<file path="config.mk">
export PLATFORM = sky130hd
export DESIGN_NAME = clock_chip_irq_status_logic
export DESIGN_NICKNAME = d
export VERILOG_FILES = /design/src/hdl/clk_irq_pkg.sv /design/src/hdl/clock_chip_irq_status_logic.sv /design/src/hdl/status_sync_latch.sv
export VERILOG_INCLUDE_DIRS = /design/src /design/src/hdl
export SDC_FILE = /design/constraint.sdc
export NUM_CORES = 1
export LEC_CHECK = 0
export ABC_AREA = 1
export BUFFER_PORTS_ARGS = -buffer_cell sky130_fd_sc_hd__buf_2
export CAP_MARGIN = 20
export CORE_MARGIN = 2
export CORE_UTILIZATION = 51
export CTS_BUF_LIST = sky130_fd_sc_hd__clkbuf_4 sky130_fd_sc_hd__clkbuf_8 sky130_fd_sc_hd__clkbuf_16
export CTS_CLUSTER_DIAMETER = 150
export CTS_CLUSTER_SIZE = 24
export DETAILED_ROUTE_END_ITERATION = 10
export GPL_ROUTABILITY_DRIVEN = 0
export GPL_TIMING_DRIVEN = 0
export PLACE_DENSITY_LB_ADDON = 0.3
export SLEW_MARGIN = 20
export SYNTH_ARGS = -nofsm -noshare
export SYNTH_HDL_FRONTEND = slang
export SYNTH_SLANG_ARGS = --single-unit
export TNS_END_PERCENT = 5
</file>
<file path="constraint.sdc">
create_clock -name aclk -period 1.9 [get_ports aclk]
set_input_delay 0.19 -clock aclk [delete_from_list [all_inputs] [get_ports aclk]]
set_output_delay 0.19 -clock aclk [all_outputs]
set_load 0.01 [all_outputs]
</file>
<file path="src/hdl/clk_irq_defs.svh">
/*
  Register indices, field positions, reset values and bus codes
  for the clock-chip interrupt status block.
  Assumes byte address = 4 * register index on the AXI4-Lite bus.
*/
`ifndef CLK_IRQ_DEFS_SVH
`define CLK_IRQ_DEFS_SVH

`define AXI_ADDR_W        10
`define IDX_PIN_STATUS    8'h41
`define IDX_INT_STATUS    8'h42
`define IDX_GLOBAL        8'h43
`define IDX_IN_SUM        8'h44
`define IDX_OUT_SUM_LOW   8'h45
`define IDX_OUT_SUM_HIGH  8'h46
`define IDX_PLL_SUM       8'h47
`define IDX_PLL_STATUS    8'h48
`define IDX_PATH2_STATUS  8'h49
`define IDX_PLL_IRQ_EN    8'h4A
`define IDX_CRYSTAL       8'h4C
`define IDX_INPUT1        8'h4D
`define IDX_INPUT2        8'h4E
`define IDX_INPUT3        8'h4F

`define BIT_PLL_LOW       7
`define BIT_PLL_HIGH      5
`define BIT_PLL_LOCK      3
`define BIT_CLK_IRQ_EN    3
`define BIT_CLK_LATCHED   2
`define BIT_GLOBAL_EN     1

`define SRC_COUNT         11
`define SRC_RISE_ONLY     11'h300
`define ENABLE_RESET      8'h00
`define RESP_OKAY         2'b00
`define RESP_SLVERR       2'b10

`endif

</file>
<file path="src/hdl/clk_irq_pkg.sv">
/*
  Types for the clock-chip interrupt status block.
  Assumes nothing beyond a SystemVerilog compiler.
*/
package clk_irq_pkg;

    typedef enum logic [2:0] {
        W_IDLE   = 3'b001,
        W_ACCEPT = 3'b010,
        W_RESP   = 3'b100
    } write_state_type;

    typedef enum logic [2:0] {
        R_IDLE   = 3'b001,
        R_ACCEPT = 3'b010,
        R_DATA   = 3'b100
    } read_state_type;

endpackage

</file>
<file path="src/hdl/clock_chip_irq_status_logic.sv">
/*
  Interrupt status and enable logic of a clock multiplier, with an
  AXI4-Lite register slave. Assumes status sources arrive asynchronously,
  while per-output pending flags and the auto-configuration busy level
  come from logic on aclk.
*/
// Summary of operation
// Host writes ignored during auto-configuration.
// Host polls a harmless enable to detect completion.
// Pin enables gate pin change flags.
// Input summary bit 3 is crystal flag and enable.
// Input summary bits 2:0 gate input flags.
// Output summary low shows outputs 8 to 1.
// Output summary high shows outputs 10, 9.
// PLL summary bit 0 ORs enabled PLL flags.
// Frequency-low flag sets on indication, write-1 clears.
// Bit 6 shows frequency low now.
// Frequency-high flag sets on indication, write-1 clears.
// Bit 4 shows frequency high now.
// Lock flag sets on either lock change.
// Bit 2 shows lock state now.
// Bit 0 shows PLL selected reference.
// Second path status shows its reference.
// PLL enables at bits 7, 5, 3.
// Crystal status register mirrors input clock layout.
// Global pending from enabled summaries or pins.
// Pin flags set on any change, write-1 clears.
// Input valid flags set on any change.
// Summaries are live views, not writable.
// Bits reset to zero, live bits track.
`timescale 1ns/10ps
`default_nettype none
`include "clk_irq_defs.svh"

module clock_chip_irq_status_logic
    import clk_irq_pkg::*;
(
    input  wire logic                   aclk,            // System clock, 100 MHz
    input  wire logic                   aresetn,         // Synchronous reset, active low
    input  wire logic [`AXI_ADDR_W-1:0] awaddr,          // Write address
    input  wire logic                   awvalid,         // Write address valid
    output logic                        awready,         // Write address ready
    input  wire logic [31:0]            wdata,           // Write data
    input  wire logic [3:0]             wstrb,           // Write byte strobes
    input  wire logic                   wvalid,          // Write data valid
    output logic                        wready,          // Write data ready
    output logic [1:0]                  bresp,           // Write response
    output logic                        bvalid,          // Write response valid
    input  wire logic                   bready,          // Write response ready
    input  wire logic [`AXI_ADDR_W-1:0] araddr,          // Read address
    input  wire logic                   arvalid,         // Read address valid
    output logic                        arready,         // Read address ready
    output logic [31:0]                 rdata,           // Read data
    output logic [1:0]                  rresp,           // Read response
    output logic                        rvalid,          // Read data valid
    input  wire logic                   rready,          // Read data ready
    input  wire logic                   autoconfig_busy, // Auto-configuration running
    input  wire logic [3:0]             pin_state,       // General-purpose pin levels
    input  wire logic [2:0]             input_valid_now, // Input clocks 3..1 valid
    input  wire logic                   crystal_valid_now, // Crystal input valid
    input  wire logic                   pll_freq_low_now,  // PLL input too slow
    input  wire logic                   pll_freq_high_now, // PLL input too fast
    input  wire logic                   pll_locked_now,    // PLL lock
    input  wire logic                   selected_reference, // PLL alternate in use
    input  wire logic                   second_path_ref,   // Second path alternate in use
    input  wire logic [9:0]             output_pending,    // Outputs 10..1 flag and enable
    output logic                        irq_pending        // Global pending, registered
);

    ////////////////////////////////////////////////////////////////////////////
    // Status sources

    logic [`SRC_COUNT-1:0] src_raw;
    logic [`SRC_COUNT-1:0] src_now;
    logic [`SRC_COUNT-1:0] src_latched;
    logic [`SRC_COUNT-1:0] src_clear;
    logic [1:0]            ref_now;

    // Bits: 3:0 pins, 6:4 inputs 1..3, 7 crystal, 8 low, 9 high, 10 lock
    assign src_raw = {pll_locked_now, pll_freq_high_now, pll_freq_low_now,
                      crystal_valid_now, input_valid_now, pin_state};

    status_sync_latch #(
        .WIDTH     (`SRC_COUNT),
        .RISE_ONLY (`SRC_RISE_ONLY)
    ) u_sources (
        .aclk    (aclk),
        .aresetn (aresetn),
        .raw     (src_raw),
        .clear   (src_clear),
        .now     (src_now),
        .latched (src_latched)
    );

    status_sync_latch #(
        .WIDTH     (2),
        .RISE_ONLY (2'b00)
    ) u_refs (
        .aclk    (aclk),
        .aresetn (aresetn),
        .raw     ({second_path_ref, selected_reference}),
        .clear   (2'b00),
        .now     (ref_now),
        .latched ()
    );

    logic [3:0] pin_now;
    logic [3:0] pin_flag;
    logic [2:0] in_now;
    logic [2:0] in_flag;
    logic       xa_now;
    logic       xa_flag;
    logic [2:0] pll_now;
    logic [2:0] pll_flag;

    assign pin_now  = src_now[3:0];
    assign pin_flag = src_latched[3:0];
    assign in_now   = src_now[6:4];
    assign in_flag  = src_latched[6:4];
    assign xa_now   = src_now[7];
    assign xa_flag  = src_latched[7];
    // Ordered low, high, lock from bit 2 down
    assign pll_now  = {src_now[8], src_now[9], src_now[10]};
    assign pll_flag = {src_latched[8], src_latched[9], src_latched[10]};

    ////////////////////////////////////////////////////////////////////////////
    // Enables and summaries

    logic [3:0] pin_en;
    logic [2:0] in_en;
    logic       xa_en;
    logic [2:0] pll_en;
    logic       global_en;

    logic [2:0] in_sum;
    logic       xa_sum;
    logic       pll_sum;
    logic       in_any;
    logic       out_any;
    logic       pin_any;
    logic       pending;

    assign in_sum  = in_flag & in_en;
    assign xa_sum  = xa_flag & xa_en;
    assign pll_sum = |(pll_flag & pll_en);
    assign in_any  = xa_sum | (|in_sum);
    assign out_any = |output_pending;
    assign pin_any = |(pin_flag & pin_en);
    assign pending = (global_en & (in_any | out_any | pll_sum)) | pin_any;

    always_ff @(posedge aclk) begin
        if (!aresetn) begin
            irq_pending <= 1'b0;
        end else begin
            irq_pending <= pending;
        end
    end

    ////////////////////////////////////////////////////////////////////////////
    // Write channel

    write_state_type w_state;
    logic            w_take;
    logic [7:0]      w_idx;
    logic            w_hit;
    logic            w_do;
    logic [7:0]      w_byte;

    assign w_take = (w_state == W_ACCEPT);
    assign w_idx  = awaddr[`AXI_ADDR_W-1:2];
    assign w_byte = wdata[7:0];
    // Host writes are dropped while auto-configuration owns the registers
    assign w_do   = w_take && wstrb[0] && !autoconfig_busy;

    always_comb begin
        w_hit = 1'b1;
        if (w_idx == `IDX_PIN_STATUS) begin
            w_hit = 1'b1;
        end else if (w_idx == `IDX_INT_STATUS || w_idx == `IDX_GLOBAL) begin
            w_hit = 1'b1;
        end else if (w_idx >= `IDX_IN_SUM && w_idx <= `IDX_PLL_IRQ_EN) begin
            w_hit = 1'b1;
        end else if (w_idx >= `IDX_CRYSTAL && w_idx <= `IDX_INPUT3) begin
            w_hit = 1'b1;
        end else begin
            w_hit = 1'b0;
        end
    end

    always_ff @(posedge aclk) begin
        if (!aresetn) begin
            w_state <= W_IDLE;
            awready <= 1'b0;
            wready  <= 1'b0;
            bvalid  <= 1'b0;
            bresp   <= `RESP_OKAY;
        end else begin
            case (w_state)
                W_IDLE: begin
                    if (awvalid && wvalid) begin
                        awready <= 1'b1;
                        wready  <= 1'b1;
                        w_state <= W_ACCEPT;
                    end
                end
                W_ACCEPT: begin
                    awready <= 1'b0;
                    wready  <= 1'b0;
                    bvalid  <= 1'b1;
                    bresp   <= w_hit ? `RESP_OKAY : `RESP_SLVERR;
                    w_state <= W_RESP;
                end
                W_RESP: begin
                    if (bready) begin
                        bvalid  <= 1'b0;
                        w_state <= W_IDLE;
                    end
                end
                default: begin
                    w_state <= W_IDLE;
                end
            endcase
        end
    end

    // Write-1-to-clear pulses for the latched flags
    always_comb begin
        src_clear = '0;
        if (w_do) begin
            if (w_idx == `IDX_PIN_STATUS) begin
                src_clear[3:0] = w_byte[7:4];
            end else if (w_idx == `IDX_INPUT1) begin
                src_clear[4] = w_byte[`BIT_CLK_LATCHED];
            end else if (w_idx == `IDX_INPUT2) begin
                src_clear[5] = w_byte[`BIT_CLK_LATCHED];
            end else if (w_idx == `IDX_INPUT3) begin
                src_clear[6] = w_byte[`BIT_CLK_LATCHED];
            end else if (w_idx == `IDX_CRYSTAL) begin
                src_clear[7] = w_byte[`BIT_CLK_LATCHED];
            end else if (w_idx == `IDX_PLL_STATUS) begin
                src_clear[8]  = w_byte[`BIT_PLL_LOW];
                src_clear[9]  = w_byte[`BIT_PLL_HIGH];
                src_clear[10] = w_byte[`BIT_PLL_LOCK];
            end
        end
    end

    always_ff @(posedge aclk) begin
        if (!aresetn) begin
            pin_en    <= 4'(`ENABLE_RESET);
            in_en     <= 3'h0;
            xa_en     <= 1'b0;
            pll_en    <= 3'h0;
            global_en <= 1'b0;
        end else if (w_do) begin
            if (w_idx == `IDX_GLOBAL) begin
                pin_en <= w_byte[3:0];
            end else if (w_idx == `IDX_INT_STATUS) begin
                global_en <= w_byte[`BIT_GLOBAL_EN];
            end else if (w_idx == `IDX_PLL_IRQ_EN) begin
                pll_en <= {w_byte[`BIT_PLL_LOW], w_byte[`BIT_PLL_HIGH],
                           w_byte[`BIT_PLL_LOCK]};
            end else if (w_idx == `IDX_CRYSTAL) begin
                xa_en <= w_byte[`BIT_CLK_IRQ_EN];
            end else if (w_idx == `IDX_INPUT1) begin
                in_en[0] <= w_byte[`BIT_CLK_IRQ_EN];
            end else if (w_idx == `IDX_INPUT2) begin
                in_en[1] <= w_byte[`BIT_CLK_IRQ_EN];
            end else if (w_idx == `IDX_INPUT3) begin
                in_en[2] <= w_byte[`BIT_CLK_IRQ_EN];
            end
        end
    end

    ////////////////////////////////////////////////////////////////////////////
    // Read channel

    read_state_type r_state;
    logic [7:0]     r_idx;
    logic [7:0]     r_byte;
    logic           r_hit;

    assign r_idx = araddr[`AXI_ADDR_W-1:2];

    always_comb begin
        r_hit  = 1'b1;
        r_byte = 8'h00;
        if (r_idx == `IDX_PIN_STATUS) begin
            r_byte = {pin_flag, pin_now};
        end else if (r_idx == `IDX_INT_STATUS) begin
            r_byte = {2'b00, out_any, in_any, 1'b0, pll_sum, global_en, pending};
        end else if (r_idx == `IDX_GLOBAL) begin
            r_byte = {~autoconfig_busy, 3'b000, pin_en};
        end else if (r_idx == `IDX_IN_SUM) begin
            r_byte = {4'h0, xa_sum, in_sum};
        end else if (r_idx == `IDX_OUT_SUM_LOW) begin
            r_byte = output_pending[7:0];
        end else if (r_idx == `IDX_OUT_SUM_HIGH) begin
            r_byte = {6'h00, output_pending[9:8]};
        end else if (r_idx == `IDX_PLL_SUM) begin
            r_byte = {7'h00, pll_sum};
        end else if (r_idx == `IDX_PLL_STATUS) begin
            // Live bits: low 6, high 4, lock 2, reference 0
            r_byte = {pll_flag[2], pll_now[2], pll_flag[1], pll_now[1],
                      pll_flag[0], pll_now[0], 1'b0, ref_now[0]};
        end else if (r_idx == `IDX_PATH2_STATUS) begin
            r_byte = {7'h00, ref_now[1]};
        end else if (r_idx == `IDX_PLL_IRQ_EN) begin
            r_byte = {pll_en[2], 1'b0, pll_en[1], 1'b0, pll_en[0], 3'b000};
        end else if (r_idx == `IDX_CRYSTAL) begin
            r_byte = {4'h0, xa_en, xa_flag, xa_now, 1'b0};
        end else if (r_idx == `IDX_INPUT1) begin
            r_byte = {4'h0, in_en[0], in_flag[0], in_now[0], 1'b0};
        end else if (r_idx == `IDX_INPUT2) begin
            r_byte = {4'h0, in_en[1], in_flag[1], in_now[1], 1'b0};
        end else if (r_idx == `IDX_INPUT3) begin
            r_byte = {4'h0, in_en[2], in_flag[2], in_now[2], 1'b0};
        end else begin
            r_hit = 1'b0;
        end
    end

    always_ff @(posedge aclk) begin
        if (!aresetn) begin
            r_state <= R_IDLE;
            arready <= 1'b0;
            rvalid  <= 1'b0;
            rdata   <= 32'h0000_0000;
            rresp   <= `RESP_OKAY;
        end else begin
            case (r_state)
                R_IDLE: begin
                    if (arvalid) begin
                        arready <= 1'b1;
                        r_state <= R_ACCEPT;
                    end
                end
                R_ACCEPT: begin
                    arready <= 1'b0;
                    rvalid  <= 1'b1;
                    rdata   <= {24'h00_0000, r_byte};
                    rresp   <= r_hit ? `RESP_OKAY : `RESP_SLVERR;
                    r_state <= R_DATA;
                end
                R_DATA: begin
                    if (rready) begin
                        rvalid  <= 1'b0;
                        r_state <= R_IDLE;
                    end
                end
                default: begin
                    r_state <= R_IDLE;
                end
            endcase
        end
    end
endmodule

`default_nettype wire

</file>
<file path="src/hdl/status_sync_latch.sv">
/*
  Per-bit two-flop synchroniser, change detector and write-1-to-clear
  latched flag. Assumes raw inputs are asynchronous to aclk and that
  clear is a one-cycle pulse from logic on aclk.
*/
`timescale 1ns/10ps
`default_nettype none

module status_sync_latch #(
    parameter int                 WIDTH     = 1,
    parameter logic [WIDTH-1:0]   RISE_ONLY = '0
) (
    input  wire logic             aclk,     // System clock
    input  wire logic             aresetn,  // Synchronous reset, active low
    input  wire logic [WIDTH-1:0] raw,      // Asynchronous sources
    input  wire logic [WIDTH-1:0] clear,    // Clear pulses
    output logic      [WIDTH-1:0] now,      // Synchronised level
    output logic      [WIDTH-1:0] latched   // Sticky change flags
);

    logic [WIDTH-1:0] stage1;
    logic [WIDTH-1:0] prev;
    logic [WIDTH-1:0] event_seen;

    for (genvar i = 0; i < WIDTH; i++) begin : g_bit
        always_ff @(posedge aclk) begin
            if (!aresetn) begin
                stage1[i] <= 1'b0;
                now[i]    <= 1'b0;
                prev[i]   <= 1'b0;
            end else begin
                stage1[i] <= raw[i];
                now[i]    <= stage1[i];
                prev[i]   <= now[i];
            end
        end

        assign event_seen[i] = RISE_ONLY[i] ? (now[i] & ~prev[i]) : (now[i] ^ prev[i]);

        // A change in the clearing cycle keeps the flag set
        always_ff @(posedge aclk) begin
            if (!aresetn) begin
                latched[i] <= 1'b0;
            end else if (event_seen[i]) begin
                latched[i] <= 1'b1;
            end else if (clear[i]) begin
                latched[i] <= 1'b0;
            end
        end
    end
endmodule

`default_nettype wire

</file>
==> qor_table.md <==
| Metric | Value |
|---|---|
| Run status | complete, no violations |
| Number of storage elements in the synthesis netlist | 81 |
| Time the worst path needs with I/O delays and setup | 1.74 ns |
| Area share of the leading cell type in the synthesized netlist | 0.416 |
| Antenna violations before repair | 0 |
| Number of distinct library cell variants in the gate-level netlist after synthesis | 36 |
| Die Area | 8350 sq um |
| Startpoint of the worst register-to-register path | w_state[2] |
| Global-route usage over all layers | 0.228 |
| Clock transition at the register clock pins on the worst setup and hold paths after CTS | 0.08 ns |
| Final critical-path setup slack | 0.160 ns |
| Setup slack after placement | 0.0373 ns |
| CP max FO | 10 |
| Tightest Hold Check Type | in2reg |
| Total I/O pin count | 129 |
| Worst skew pair latency | 0.36 ns |
| Worst clock skew | 0.0142 ns |
| Overall routed net length | 9.00 mm |
| Post-route cell area | 4630 sq um |
| Critical path class | reg2reg |
| Die X-Extent | 91.4 um |
| Number of warnings issued by yosys | 0 |
| Async SR Flop Fraction | 0 |
| Final global-route overflow total | 0 |
| Global-route wire length before repair | 15.2 mm |
| RSZ-0062 raised after global routing | no |
| Maximum number of pins on one net before global-route repair | 14 |
| Slew @ Worst Pin | 0.618 ns |
| Cell area reported after detailed placement | 4460 sq um |
| Crit path to | u_sources.latched[6] |
| H-tree Lvls | 3 |
| Count of max-cap constraint violations | 0 |
| Number of design rule violations left after detail routing | 0 |
| Worst reg-to-reg setup slack | 0.16 ns |
| Data arrival time of the critical path | 1.95 ns |
| Number of buffers created by CTS | 9 |
| TritonCTS clock tree | built |
| Worst R2R End | u_sources.latched[6] |
| Total power divided by cell area | 696 nW/um^2 |
| Avg Synthesized Cell Area | 7.02 sq um |
| Total number of placement rows | 31 |
| Placed wire-length estimate | 7.18 mm |
| Req. time, crit path | 2.11 ns |
| First-iteration detailed-routing DRC count | 211 |
| VDD IR max | 0.000416 V |
| Launching instance or port of the critical path | w_state[2] |
| Fill cell count | 677 |
| Initial Util | 0.531 |
| Core Region | 7330 sq um |
| Worst-case clock buffer depth | 2 |
| Sink count of the clock tree | 81 |
| Maximum operating frequency | 575 MHz |
| Number of pins with negative max-slew slack in the final report | 0 |
| Number of synthesized flops with an enable pin | 0 |
| Count of cells along the worst register-to-register path | 6 |
| Router iterations before antenna repair | 4 |
| Netlist area before placement | 3890 sq um |
| Share of final-layout standard cells stronger than drive strength 1 | 0.208 |
| Antenna cell count | 0 |
| Worst setup EP type | flop |
| Via count of the first global-routing pass | 3357 |
| Vias post-DR | 3677 |
| Die Ht | 91.4 um |
| Sequential element share of the synthesized area | 0.416 |
| Type of origin of the critical path | flop |
| Per-cell routed wire length | 11.8 um |
| Root buffer cell | clkbuf_8 |
| Avg Vias per Cell | 4.81 |
| IO Port Bufs | 70 |
| Biggest area consumer among synthesized cells | dfxtp_1 |
| Worst hold stages | 3 |
| Post-synthesis cell count | 555 |
| Sum of negative setup slack | 0 ns |
| Antenna-violating nets left | 0 |
| Final Cycle Share | 0.916 |
| Biggest area contributors in the synthesized netlist | dfxtp_1, nand2_1, inv_1, buf_4, a21oi_1 |
| Layout overhead on the synthesized area | 19.0% |
| Top flip-flop cell by instance count after synthesis | dfxtp_1 |
| Leakage power | 2.36 nW |
| Number of endpoints with negative hold slack in the final report | 0 |
| Worst max-slew margin expressed relative to the limit | 0.588 |
| # setup viols final | 0 |
| Nets | 748 |
sequential cells by signal, indices dropped and copies added (netlist names), 2 cells and up:
name / flops
in_en: 3
pin_en: 4
pll_en: 3
r_state: 3
rdata: 8
u_refs.now: 2
u_refs.stage1: 2
u_sources.latched: 11
u_sources.now: 11
u_sources.prev: 11
u_sources.stage1: 11
w_state: 3
report_power, final:
group          internal, mW  switching (mW)  total [mW]
clock network         0.459           0.599        1.06
registers              1.76          0.0430        1.81
logic                 0.151           0.210       0.361
critical path, stage by stage (launching register included):
cell and delay (ns):
dfxtp_1 0.36, nor3_4 0.31, nand3_1 0.18, clkinv_1 0.22, nand3_1 0.21, o31ai_2 0.24
a21oi_1 0.09
layout by cell type (no fill, tap or decap), types with 2 or more instances in the layout:
master,n
a31oi_1,2
nor4_1,3
nand3_1,29
a21oi_1,35
o22ai_1,2
nor2_2,2
nand2_1,127
dfxtp_1,81
nor3_1,13
nor2_1,44
buf_2,70
nand2_2,5
a211oi_1,2
inv_1,91
conb_1,26
o211ai_1,3
inv_2,5
buf_4,28
nor2_4,8
clkinv_2,4
o21ai_0,27
o21ai_1,3
nand4_1,10
xnor2_1,9
clkbuf_8,9
clkbuf_1,11
synth_stat cells (all sizes together), types with 2 or more instances:
| library cell | count |
|---|---|
| a211oi | 2 |
| a21oi | 36 |
| a31oi | 2 |
| buf | 28 |
| clkbuf | 11 |
| dfxtp | 81 |
| inv | 96 |
| nand2 | 133 |
| nand3 | 29 |
| nand4 | 10 |
| nor2 | 54 |
| nor3 | 14 |
| nor4 | 3 |
| o2111ai | 2 |
| o211ai | 3 |
| o21ai | 30 |
| o22ai | 2 |
| o31ai | 2 |
| xnor2 | 9 |
cell families after synthesis:
logic type	Yosys count	share of synthesized area
AOI/OAI and AO/OA	83	0.121
other	1	0.000963
buffers and inverters	136	0.158
DFF	81	0.416
and+or+nand+nor	245	0.283
xor gates and xnor gates	9	0.0202
final cells by class:
| class | count | area, sq um | share of cell area |
|---|---|---|---|
| Timing Repair Buffer | 70 | 350 | 0.0756 |
| Clock inverter | 6 | 36.3 | 0.00783 |
| Inverter | 97 | 364 | 0.0786 |
| Tap cell | 99 | 124 | 0.0267 |
| Multi-Input combinational cell | 363 | 1760 | 0.380 |
| Sequential cell | 81 | 1620 | 0.350 |
| Clock buffer | 9 | 124 | 0.0267 |
| Buffer | 39 | 251 | 0.0543 |
metrics by stage:
step / hold WS, ns / util / total power, mW / std cells
3_5_place_dp: 0.373 / 0.609 / 2.20 / 749
3_3_place_gp: 0.369 / 0.609 / 2.19 / 749
2_1_floorplan: 0.288 / - / 2.06 / 580
6_report: 0.0162 / 0.632 / 3.23 / 764
5_1_grt: 0.0248 / 0.632 / 3.36 / 764
4_1_cts: 0.00402 / 0.631 / 3.24 / 764
routing by layer:
layer,GRT usage,part of all wire,vias up
met5,0,0,-
met2,0.376,0.45,148
met1,0.284,0.44,1590
met4,0.102,0.029,0
met3,0.0481,0.076,26
li1,-,-,1913
repair_timing:
item                       in CTS  in global routing
hold buffers                    0                  0
buffers inserted                0                  0
resized for setup               0                  2
setup endpoints to repair       0                  7
how the worst min path moves through the flow:
stage                       start                   to  slack (ns)
6_report        crystal_valid_now  u_sources.stage1[7]        0.02
5_1_grt         crystal_valid_now  u_sources.stage1[7]        0.02
4_1_cts         crystal_valid_now  u_sources.stage1[7]       0.004
3_5_place_dp    crystal_valid_now  u_sources.stage1[7]        0.37
3_3_place_gp   input_valid_now[2]  u_sources.stage1[6]        0.37
2_1_floorplan  selected_reference     u_refs.stage1[0]        0.29
No activity file was read; power rests on OpenSTA's default activity.
